File: config.mk
export PLATFORM = sky130hd
export DESIGN_NAME = tt_timer
export DESIGN_NICKNAME = d
export VERILOG_FILES = /design/src/shared/tt_pkg.sv /design/src/hw/tt_edge_sync.sv /design/src/hw/tt_prescaler.sv /design/src/hw/tt_timer.sv
export VERILOG_INCLUDE_DIRS = /design/src /design/src/shared
export SDC_FILE = /design/constraint.sdc
export NUM_CORES = 1
export LEC_CHECK = 0
export BUFFER_PORTS_ARGS = -buffer_cell sky130_fd_sc_hd__clkbuf_2
export CORE_MARGIN = 10
export CORE_UTILIZATION = 50
export CTS_CLUSTER_SIZE = 24
export DETAILED_ROUTE_END_ITERATION = 7
export PLACE_DENSITY_LB_ADDON = 0.2
export SKIP_CTS_REPAIR_TIMING = 1
export SLEW_MARGIN = 25
export SYNTH_ARGS = -nofsm -noshare
export SYNTH_HDL_FRONTEND = slang
export SYNTH_HIERARCHICAL = 1
export SYNTH_SLANG_ARGS = --single-unit
File: constraint.sdc
create_clock -name clk_sys -period 2.3 [get_ports clk_sys]
set_input_delay 0.115 -clock clk_sys [delete_from_list [all_inputs] [get_ports clk_sys]]
set_output_delay 0.115 -clock clk_sys [all_outputs]
set_load 0.005 [all_outputs]
File: src/shared/tt_defs.svh
// constants for the sixteen-bit timer with capture and reload
`ifndef TT_DEFS_SVH
`define TT_DEFS_SVH

// register addresses on the special function register port
`define TT_ADDR_CTRL    8'hc8
`define TT_ADDR_CAP_LO  8'hca
`define TT_ADDR_CAP_HI  8'hcb
`define TT_ADDR_CNT_LO  8'hcc
`define TT_ADDR_CNT_HI  8'hcd

// reset values
`define TT_CTRL_RESET   8'h00
`define TT_DATA_RESET   16'h0000
`define TT_RDATA_RESET  8'h00

// counter limits
`define TT_COUNT_MAX    16'hffff
`define TT_COUNT_STEP   16'h0001

// core clocks per machine cycle
`define TT_MC_DIV       12

// serial port modes that take a variable baud rate
`define TT_SER_MODE1    2'h1
`define TT_SER_MODE3    2'h3

// pin slots of the edge synchroniser
`define TT_PIN_COUNT    0
`define TT_PIN_TRIG     1
`define TT_PIN_NUM      2

`endif

File: src/shared/tt_pkg.sv
// types for the sixteen-bit timer with capture and reload
package tt_pkg;

  // control register, most significant field first
  typedef struct packed {
    logic ovf;      // overflow_flag
    logic ext;      // external_trigger_flag
    logic rx_sel;   // rx clock select
    logic tx_sel;   // tx_clock_select
    logic exen;     // external_trigger_enable
    logic run;      // run_control
    logic csel;     // counter_select
    logic caps;     // capture_select
  } tt_ctrl_t;

  // operating modes, gray along off, reload, capture, baud
  typedef enum logic [1:0] {
    TT_OFF     = 2'h0,
    TT_RELOAD  = 2'h1,
    TT_CAPTURE = 2'h3,
    TT_BAUD    = 2'h2
  } tt_mode_t;

  // one register port request
  typedef struct packed {
    logic [7:0] addr;
    logic       wr;
    logic       rd;
    logic [7:0] wdata;
  } tt_sfr_req_t;

  // whole state of the timer
  typedef struct packed {
    tt_ctrl_t    ctrl;
    logic [15:0] reload;
    logic [15:0] count;
    logic [7:0]  rdata;
    logic        tx_tick;
    logic        rx_tick;
  } tt_state_t;

endpackage : tt_pkg

File: src/hw/tt_edge_sync.sv
// two-flop synchroniser with falling edge pulse per pin
`timescale 1ns/1ps
`include "tt_defs.svh"

module tt_edge_sync #(
  parameter int N = `TT_PIN_NUM
) (
  // clock and reset
  input  wire logic         clk_sys,
  input  wire logic         nrst,
  // pins and edge pulses
  input  wire logic [N-1:0] pins,
  output logic      [N-1:0] fall
);
  import tt_pkg::*;

  typedef struct packed {
    logic [N-1:0] meta;
    logic [N-1:0] sync;
    logic [N-1:0] prev;
    logic [N-1:0] fall;
  } tt_sync_t;

  tt_sync_t s;
  tt_sync_t next_s;

  // edge taken from second and third stage only
  always_comb
  begin
    next_s      = s;
    next_s.meta = pins;
    next_s.sync = s.meta;
    next_s.prev = s.sync;
    next_s.fall = s.prev & ~s.sync;
  end

  // state register, idle high pins
  always_ff @(posedge clk_sys)
  begin
    if (!nrst)
      s <= '{meta: '1, sync: '1, prev: '1, fall: '0};
    else
      s <= next_s;
  end

  assign fall = s.fall;

endmodule : tt_edge_sync

File: src/hw/tt_prescaler.sv
// machine cycle enable, one pulse every DIV core clocks
`timescale 1ns/1ps
`include "tt_defs.svh"

module tt_prescaler #(
  parameter int DIV = `TT_MC_DIV
) (
  // clock and reset
  input  wire logic clk_sys,
  input  wire logic nrst,
  // machine cycle pulse
  output logic      tick
);
  import tt_pkg::*;

  localparam int W = $clog2(DIV);
  localparam logic [W-1:0] LAST = W'(DIV - 1);

  typedef struct packed {
    logic [W-1:0] cnt;
    logic         tick;
  } tt_presc_t;

  tt_presc_t s;
  tt_presc_t next_s;

  // wrap counter and pulse
  always_comb
  begin
    next_s      = s;
    next_s.tick = (s.cnt == LAST);
    next_s.cnt  = (s.cnt == LAST) ? '0 : W'(s.cnt + 1'b1);
  end

  // state register
  always_ff @(posedge clk_sys)
  begin
    if (!nrst)
      s <= '0;
    else
      s <= next_s;
  end

  assign tick = s.tick;

endmodule : tt_prescaler

File: src/hw/tt_timer.sv
// sixteen-bit timer with auto-reload, capture and baud-rate output
`timescale 1ns/1ps
`include "tt_defs.svh"

// Function
// - overflow sets overflow flag unless a serial clock select is set; software clears
// - trigger edge causing capture or reload with enable set sets external flag
// - rx clock select routes our overflows to receiver, else timer1 overflow, in serial modes 1 and 3 only
// - tx clock select routes our overflows to transmitter, else timer1 overflow, in serial modes 1 and 3 only
// - trigger edges act only with external enable and run control set, also in baud mode
// - counter runs only with run control set; clear means off
// - counter select counts count pin edges, else machine cycles
// - capture select picks capture; ignored and reload forced in baud mode
// - mode decode: off, baud, auto-reload or capture
// - auto-reload mode reloads full counter and sets flag on rollover
// - auto-reload mode trigger edge also reloads and sets external flag
// - capture mode counts freely and flags every overflow
// - capture mode trigger edge copies counter into capture pair, sets flag
// - baud mode external flag still raises its interrupt request
module tt_timer (
  // clock and reset
  input  wire logic                clk_sys,
  input  wire logic                nrst,
  // special function register port
  input  wire tt_pkg::tt_sfr_req_t sfr_req,
  output logic [7:0]               sfr_rdata,
  // external pins
  input  wire logic                count_pin,
  input  wire logic                trigger_pin,
  // serial port side
  input  wire logic [1:0]          serial_mode,
  input  wire logic                timer1_ovf,
  output logic                     tx_baud_tick,
  output logic                     rx_baud_tick,
  // interrupt request flags
  output logic                     overflow_irq,
  output logic                     external_irq
);
  import tt_pkg::*;

  // decoded operating mode
  function automatic tt_mode_t mode_of(input tt_ctrl_t c);
    tt_mode_t m;
    if (!c.run)
      m = TT_OFF;
    else if (c.rx_sel || c.tx_sel)
      m = TT_BAUD;
    else if (c.caps)
      m = TT_CAPTURE;
    else
      m = TT_RELOAD;
    return m;
  endfunction : mode_of

  // serial modes that take a variable baud clock
  function automatic logic var_rate(input logic [1:0] sm);
    return (sm == `TT_SER_MODE1) || (sm == `TT_SER_MODE3);
  endfunction : var_rate

  tt_state_t  s;
  tt_state_t  next_s;
  tt_mode_t   mode;
  logic       mc_tick;
  logic [`TT_PIN_NUM-1:0] pin_fall;
  logic       cnt_edge;
  logic       trig;
  logic       inc;
  logic       ovf_evt;
  logic       serial_var;
  logic       wr_ctrl;
  logic       wr_cnt;
  logic       wr_cap;
  tt_ctrl_t   wctrl;

  // pin synchroniser and falling edges
  tt_edge_sync #(
    .N (`TT_PIN_NUM)
  ) u_edges (
    .clk_sys (clk_sys),
    .nrst    (nrst),
    .pins    ({trigger_pin, count_pin}),
    .fall    (pin_fall)
  );

  // machine cycle enable
  tt_prescaler #(
    .DIV (`TT_MC_DIV)
  ) u_presc (
    .clk_sys (clk_sys),
    .nrst    (nrst),
    .tick    (mc_tick)
  );

  // event decode
  always_comb
  begin
    mode       = mode_of(s.ctrl);
    cnt_edge   = pin_fall[`TT_PIN_COUNT];
    inc        = s.ctrl.run
               && (s.ctrl.csel ? cnt_edge : mc_tick);
    ovf_evt    = inc && (s.count == `TT_COUNT_MAX);
    trig       = pin_fall[`TT_PIN_TRIG] && s.ctrl.exen
               && (mode != TT_OFF);
    serial_var = var_rate(serial_mode);
    wr_ctrl    = sfr_req.wr && (sfr_req.addr == `TT_ADDR_CTRL);
    wr_cnt     = sfr_req.wr && ((sfr_req.addr == `TT_ADDR_CNT_LO)
               || (sfr_req.addr == `TT_ADDR_CNT_HI));
    wr_cap     = sfr_req.wr && ((sfr_req.addr == `TT_ADDR_CAP_LO)
               || (sfr_req.addr == `TT_ADDR_CAP_HI));
    wctrl      = tt_ctrl_t'(sfr_req.wdata);
  end

  // next state: hardware first, then software writes, with hardware flag sets after the control write
  always_comb
  begin
    next_s         = s;
    next_s.tx_tick = 1'b0;
    next_s.rx_tick = 1'b0;

    // counting and reload or capture
    if (inc)
      next_s.count = 16'(s.count + `TT_COUNT_STEP);
    case (mode)
      TT_RELOAD:
      begin
        if (ovf_evt || trig)
          next_s.count = s.reload;
      end
      TT_CAPTURE:
      begin
        if (trig)
          next_s.reload = s.count;
      end
      TT_BAUD:
      begin
        if (ovf_evt)
          next_s.count = s.reload;
      end
      default:
      begin
        next_s.count = s.count;
      end
    endcase

    // baud clock routing to the serial port
    if (serial_var)
    begin
      next_s.tx_tick = s.ctrl.tx_sel ? (ovf_evt && mode == TT_BAUD)
                                     : timer1_ovf;
      next_s.rx_tick = s.ctrl.rx_sel ? (ovf_evt && mode == TT_BAUD)
                                     : timer1_ovf;
    end

    // software writes; hardware flag sets win over clears
    if (wr_ctrl)
      next_s.ctrl = wctrl;
    if (ovf_evt && (mode == TT_RELOAD || mode == TT_CAPTURE))
      next_s.ctrl.ovf = 1'b1;
    if (trig)
      next_s.ctrl.ext = 1'b1;
    if (sfr_req.wr)
    begin
      case (sfr_req.addr)
        `TT_ADDR_CAP_LO: next_s.reload[7:0]  = sfr_req.wdata;
        `TT_ADDR_CAP_HI: next_s.reload[15:8] = sfr_req.wdata;
        `TT_ADDR_CNT_LO: next_s.count[7:0]   = sfr_req.wdata;
        `TT_ADDR_CNT_HI: next_s.count[15:8]  = sfr_req.wdata;
        default:         next_s.count        = next_s.count;
      endcase
    end

    // registered read data, unmapped reads as zero
    if (sfr_req.rd)
    begin
      case (sfr_req.addr)
        `TT_ADDR_CTRL:   next_s.rdata = s.ctrl;
        `TT_ADDR_CAP_LO: next_s.rdata = s.reload[7:0];
        `TT_ADDR_CAP_HI: next_s.rdata = s.reload[15:8];
        `TT_ADDR_CNT_LO: next_s.rdata = s.count[7:0];
        `TT_ADDR_CNT_HI: next_s.rdata = s.count[15:8];
        default:         next_s.rdata = `TT_RDATA_RESET;
      endcase
    end
  end

  // state register
  always_ff @(posedge clk_sys)
  begin
    if (!nrst)
    begin
      s.ctrl    <= tt_ctrl_t'(`TT_CTRL_RESET);
      s.reload  <= `TT_DATA_RESET;
      s.count   <= `TT_DATA_RESET;
      s.rdata   <= `TT_RDATA_RESET;
      s.tx_tick <= 1'b0;
      s.rx_tick <= 1'b0;
    end
    else
      s <= next_s;
  end

  // outputs straight from the state register
  assign sfr_rdata    = s.rdata;
  assign tx_baud_tick = s.tx_tick;
  assign rx_baud_tick = s.rx_tick;
  assign overflow_irq = s.ctrl.ovf;
  assign external_irq = s.ctrl.ext;
endmodule : tt_timer

==> run_results.csv, run 1 <==
group,metric,value,unit
run_status,status,"completed",
sta,skew,0.00492,ns
final_layout,final_nets,472,
clock_tree,cts_tree,"done",
min_path,worstHoldPathType,"in -> reg",
flow_run,maxCapViolations,0,
setup_path,cp_slowest_cell,"dfxtp_1",
clock_tree,cts_buffer_depth,2,
sta,rsz0062_at_grt,"no",
global_routing,grt-ovfl-total,0,
clock_tree,h-tree-depth,3,
setup_path,worstSetupEndpointType,"register",
setup_path,path_class,"reg -> reg",
synthesis,synth.ff_latch_count,63,
die,core_area,0.00683,mm²
sta,fmax,0.473,GHz
global_routing,grt_pass1_wl,16600,µm
detailed_routing,drtPass1Iterations,5,
setup_path,critPathLaunchType,"register",
clock_tree,cts_root_buf,"clkbuf_8",
setup_path,crit_chain,"nand4_1, nor4_1, a21oi_1, buf_4, and3_1, a221oi_1",
detailed_routing,vias,3370,
die,die_area,0.0109,mm²
sta,fin_crit,2.11,ns
setup_path,required,2.55,ns
final_layout,antenna_cells,0,
power,switching_share,0.231,
global_routing,antenna_found_initial,0,
detailed_routing,ant_nets,0,
setup_path,cp_max_fo,11,
die,io_pins,37,
die,die_h,104,µm
synthesis,synth_cells,409,
global_routing,grt_max_degree,39,
synthesis,synth.avg_cell_area,8.67,µm²
synthesis,yosysMostFrequentCell,"dfxtp_1",
power,clkPwrFrac,0.448,
power,combPwrFrac,0.063,
placed_design,gp_congestion,0.879,
synthesis,async_flop_share,0,
synthesis,synth_top_area_frac,0.356,
global_routing,track_usage,0.186,
synthesis,synth_seq_area_share,0.356,
power,p_switching,529,µW
power,power_density,564,mW/mm²
sta,hold_viol_final,0,
detailed_routing,post_drt_wl_per_cell,19.2,µm
synthesis,synth_area_leaders,"dfxtp_1, mux2i_1, nand2_1",
die,initial_utilization,0.519,
sta,final_max_slew_viol_count,0,
final_layout,layout-drive-gt1-share,0.199,
power,internal-power,1760,µW
setup_path,slowest_delay,0.48,ns
power,ir_drop,0.393,mV
clock_tree,clock_sinks,63,
synthesis,synth_nets,436,
global_routing,grt_pass1_vias,3243,
setup_path,crit_arrival,2.36,ns
final_layout,final_cells,544,
detailed_routing,drc,0,
synthesis,synth_top_flop_cell,"dfxtp_1",
sta,finalSetupTns,0,ns
synthesis,synth-edff-count,0,
power,power.share.sequential,0.490,
sta,slew-limit-headroom,0.490,
sta,finalSetupViolations,0,
detailed_routing,routed_wl,10400,µm
clock_tree,path_clk_slew,0.07,ns
die,fp.dieW,104,µm
placed_design,dpl.hpwl,7360,µm
synthesis,syn_area,0.00354,mm²
synthesis,ys_warn_count,6,
clock_tree,cts_buffers,9,
sta,hold-worst-slack,0.0183,ns
final_layout,layout-area-overhead-vs-synth,14.5,%
synthesis,synth_commonest_cells,"dfxtp_1, nand2_1, mux2i_1",
sta,tightest_slew,0.765,ns
die,rows,30,
detailed_routing,via_per_inst,6.19,
power,leakage,0.00183,µW
detailed_routing,drtIter0Drc,296,
synthesis,yosysTopAreaCell,"dfxtp_1",
sta,timing.final.crit_share,0.918,
clock_tree,clk_latency,0.34,ns
placed_design,port-buffer-count,35,
synthesis,yosysUniqueCellTypes,54,
placed_design,dp_cells,528,
[cells in the final DEF (no fill, tap or decap), types with 5 or more instances in the layout]
cell type	n
clkbuf_8	9
nand4_1	8
buf_4	28
xnor2_1	7
nor2_1	22
o21ai_0	22
nor2b_1	7
a2bb2oi_1	6
clkbuf_2	35
a21oi_1	5
inv_1	13
nand2b_1	9
nor4_1	5
o211ai_1	17
o211a_1	17
nand2_1	49
a221oi_1	12
nand3_1	12
mux2i_1	36
dfxtp_1	63
[sequential cells by signal, summed over array words and instances, names as in the netlist]
| name | count |
|---|---|
| overflow_irq | 1 |
| u_edges/next_s | 4 |
| external_irq | 1 |
| u_edges/s | 2 |
| u_presc/tick | 1 |
| s | 38 |
| sfr_rdata | 8 |
| u_edges/fall | 2 |
| rx_baud_tick | 1 |
| u_presc/s | 4 |
| tx_baud_tick | 1 |
[critical path, delay by kind of cell, from the launching register on]
kind | cells | cell delay (ns)
simple gates | 3 | 0.89
flops | 1 | 0.48
buf+inv | 1 | 0.23
compound gates | 2 | 0.41
[metrics by stage]
stage	instance area, µm²	util	setup slack, ns	power, µW
2_1_floorplan	3540	-	0.402	1220
3_3_place_gp	3840	0.562	0.322	1280
3_5_place_dp	3840	0.562	0.290	1280
4_1_cts	4040	0.591	0.280	2300
5_1_grt	4060	0.594	0.0700	2360
6_report	4060	0.594	0.188	2290
[routing by layer]
| layer | up-vias | GRT usage | part of all wire |
|---|---|---|---|
| met1 | 1601 | 0.247 | 0.43 |
| met5 | - | 0 | 0 |
| met2 | 183 | 0.287 | 0.44 |
| li1 | 1560 | - | - |
| met3 | 26 | 0.0434 | 0.10 |
| met4 | 0 | 0.0666 | 0.020 |
[area by class of cell]
type                    count  area (µm²)
fillers                   655        2770
clock buffers               9         124
repair buffers             65         405
flip-flops and latches     63        1260
well taps                  96         120
inverters                  14        52.6
clock inverters             5        75.1
multi-input cells         292        2020
[power by group through the flow]
stage               clock network (µW)  logic, µW  registers, µW
floorplan                            0       81.0           1140
global placement                     0        136           1140
detailed placement                   0        138           1150
CTS                               1040        139           1120
global route                      1080        157           1120
finish                            1020        143           1120
[cell families (layout without fill, tap and decap cells)]
kind of cell,count (synthesis),in the layout,synth area share
muxes,41,41,0.118
xor gates and xnor gates,11,11,0.0272
AOI/OAI and AO/OA,95,95,0.202
adders and majority gates,2,2,0.00706
and+or+nand+nor,143,143,0.216
DFF,63,63,0.356
buffers and inverters,54,93,0.0748
[final timing paths]
kind | cells after the start | startpoint | endpoint | slack [ns]
min reg2reg | 1 | u_edges/next_s[5] | u_edges/next_s[3] | 0.41
max | 6 | s[23] | s[18] | 0.19
min | 3 | serial_mode[0] | tx_baud_tick | 0.02
max reg2reg | 6 | s[23] | s[18] | 0.19
Power figures use the tool's default switching activity.
==> run 2, diff against run 1 <==
- BUFFER_PORTS_ARGS: -buffer_cell sky130_fd_sc_hd__clkbuf_2 -> unset
- DONT_BUFFER_PORTS: unset -> 1
==> run 2 against run 1 <==
  * Cell count shrank 2.6%
  * Clock power rose by 7%
  * Critical endpoint is now s[20]
  * Sequential share of layout area shrank 0.28 points
  * The run now ends with negative hold slack left
  * Global-route usage about the same
  * Highest routed layer unchanged
  * Largest cell class unchanged
==> run_results.csv, run 2 (synthesis results as in run 1) <==
group,metric,value,unit
die,fp.dieW,104,µm
power,power,2320,µW
sta,finalWorstSetupSlack,0.0134,ns
sta,finalSetupTns,0,ns
die,die_area,0.0109,mm²
detailed_routing,drc,0,
setup_path,path_class,"reg -> reg",
placed_design,port-buffer-count,0,
final_layout,fin_util,0.599,
final_layout,final_common_cell,"dfxtp_1",
detailed_routing,post_drt_wl_per_cell,20.3,µm
clock_tree,cts_buffer_depth,2,
final_layout,final_cells,530,
die,die_h,104,µm
final_layout,fillers,634,
sta,final_max_slew_viol_count,0,
global_routing,grt_max_degree,64,
placed_design,place_ws,0.0424,ns
power,power_density,567,mW/mm²
detailed_routing,met3RoutedLength,1150,µm
setup_path,crit_arrival,2.53,ns
sta,fin_crit,2.29,ns
final_layout,regMostFlops,"s",
global_routing,grt-ovfl-total,0,
clock_tree,cts_buffers,9,
sta,slew-limit-headroom,0.565,
global_routing,grt_pass1_vias,3014,
clock_tree,clock_sinks,63,
global_routing,grt_pass1_wl,16600,µm
global_routing,antenna_found_initial,1,
sta,skew,0.0110,ns
run_status,status,"complete, but fails checks",
placed_design,dpl.hpwl,7270,µm
setup_path,cp_slowest_cell,"nor4_1",
min_path,hold_path_depth,2,
setup_path,required,2.54,ns
placed_design,dp_cells,499,
setup_path,worst-path-buf-inv,0,
clock_tree,cts_root_buf,"clkbuf_8",
die,core_area,0.00683,mm²
setup_path,worstSetupEndpointType,"register",
detailed_routing,ant_nets,0,
clock_tree,clk_latency,0.34,ns
global_routing,track_usage,0.187,
detailed_routing,top_layer_used,"met4",
die,initial_utilization,0.519,
setup_path,cp_max_fo,9,
min_path,worstHoldPathType,"in -> reg",
sta,hold_viol_final,1,
detailed_routing,via_per_inst,6.11,
final_layout,final_nets,455,
detailed_routing,routed_wl,10800,µm
setup_path,worst_r2r_path_depth,5,
sta,fmax,0.437,GHz
detailed_routing,drtIter0Drc,389,
sta,finalSetupViolations,0,
setup_path,crit_chain,"nand4_1, nor4_1, a21oi_2, and3_1, a221oi_1",
run_status,violations,"negative hold slack",
final_layout,most-common-layout-cells,"dfxtp_1, nand2_1, mux2i_1",
power,ir_drop,0.602,mV
flow_run,maxCapViolations,0,
power,leakage,0.00178,µW
sta,tightest_slew,0.651,ns
setup_path,critPathLaunchType,"register",
clock_tree,cts_tree,"done",
detailed_routing,drtPass1Iterations,6,
die,rows,30,
sta,hold-worst-slack,-0.0332,ns
setup_path,critPathTopFamily,"simple AND/OR/NAND/NOR gates",
clock_tree,h-tree-depth,3,
final_layout,layout-area-overhead-vs-synth,15.5,%
detailed_routing,vias,3236,
final_layout,layout-drive-gt1-share,0.145,
setup_path,slowest_delay,0.55,ns
sta,timing.final.crit_share,0.994,
detailed_routing,met1_length,4670,µm
die,io_pins,37,
detailed_routing,met2_length,4820,µm
final_layout,largest_reg_flops,38,
placed_design,gp_congestion,0.911,
clock_tree,path_clk_slew,0.08,ns
setup_path,r2r_setup_slack,0.01,ns
setup_path,crit_cells,5,
## run 2: changes by cell type in the layout (fill, tap and decap cells not counted), sizes merged
cell / delta
dlygate4sd3: +11
inv: +1
clkinv: -1
diode: +1
clkinvlp: +1
clkbuf: -34
buf: +7
## run 2: worst paths after layout
path             endpoint         startpoint
max                 s[20]              s[18]
min          sfr_rdata[1]         sfr_req[8]
max reg2reg         s[20]              s[18]
min reg2reg  u_edges/s[2]  u_edges/next_s[2]
## run 2: cell type report
cell class                 instances  area, µm²  area share
multi-input combinational        292       2020       0.494
sequential                        63       1260       0.308
timing repair buffer              48        413       0.101
clock buffer                      10        128      0.0312
tap                               96        120      0.0293
clock inverter                     6       93.8      0.0229
inverter                          14       52.6      0.0128
antenna                            1       2.50    0.000611
## run 2: metal layers
metal  vias to the layer above  track usage
met5                         -            0
met1                      1541        0.244
met4                         0       0.0368
met2                       161        0.295
met3                        14       0.0582
li1                       1520            -
## run 2: report_power, final
group | total [µW] | internal, µW | switching (µW)
Clock | 1090 | 618 | 470
Sequential | 1120 | 1110 | 13.1
Combinational | 112 | 53.2 | 59.1
## run 2: per-stage QoR
stage | cell area, µm² | hold WS, ns
finish | 4100 | -0.0332
detailed placement | 3710 | 0.198
global route | 4100 | 0.00455
global placement | 3710 | 0.196
floorplan | 3540 | 0.188
CTS | 3930 | -0.170
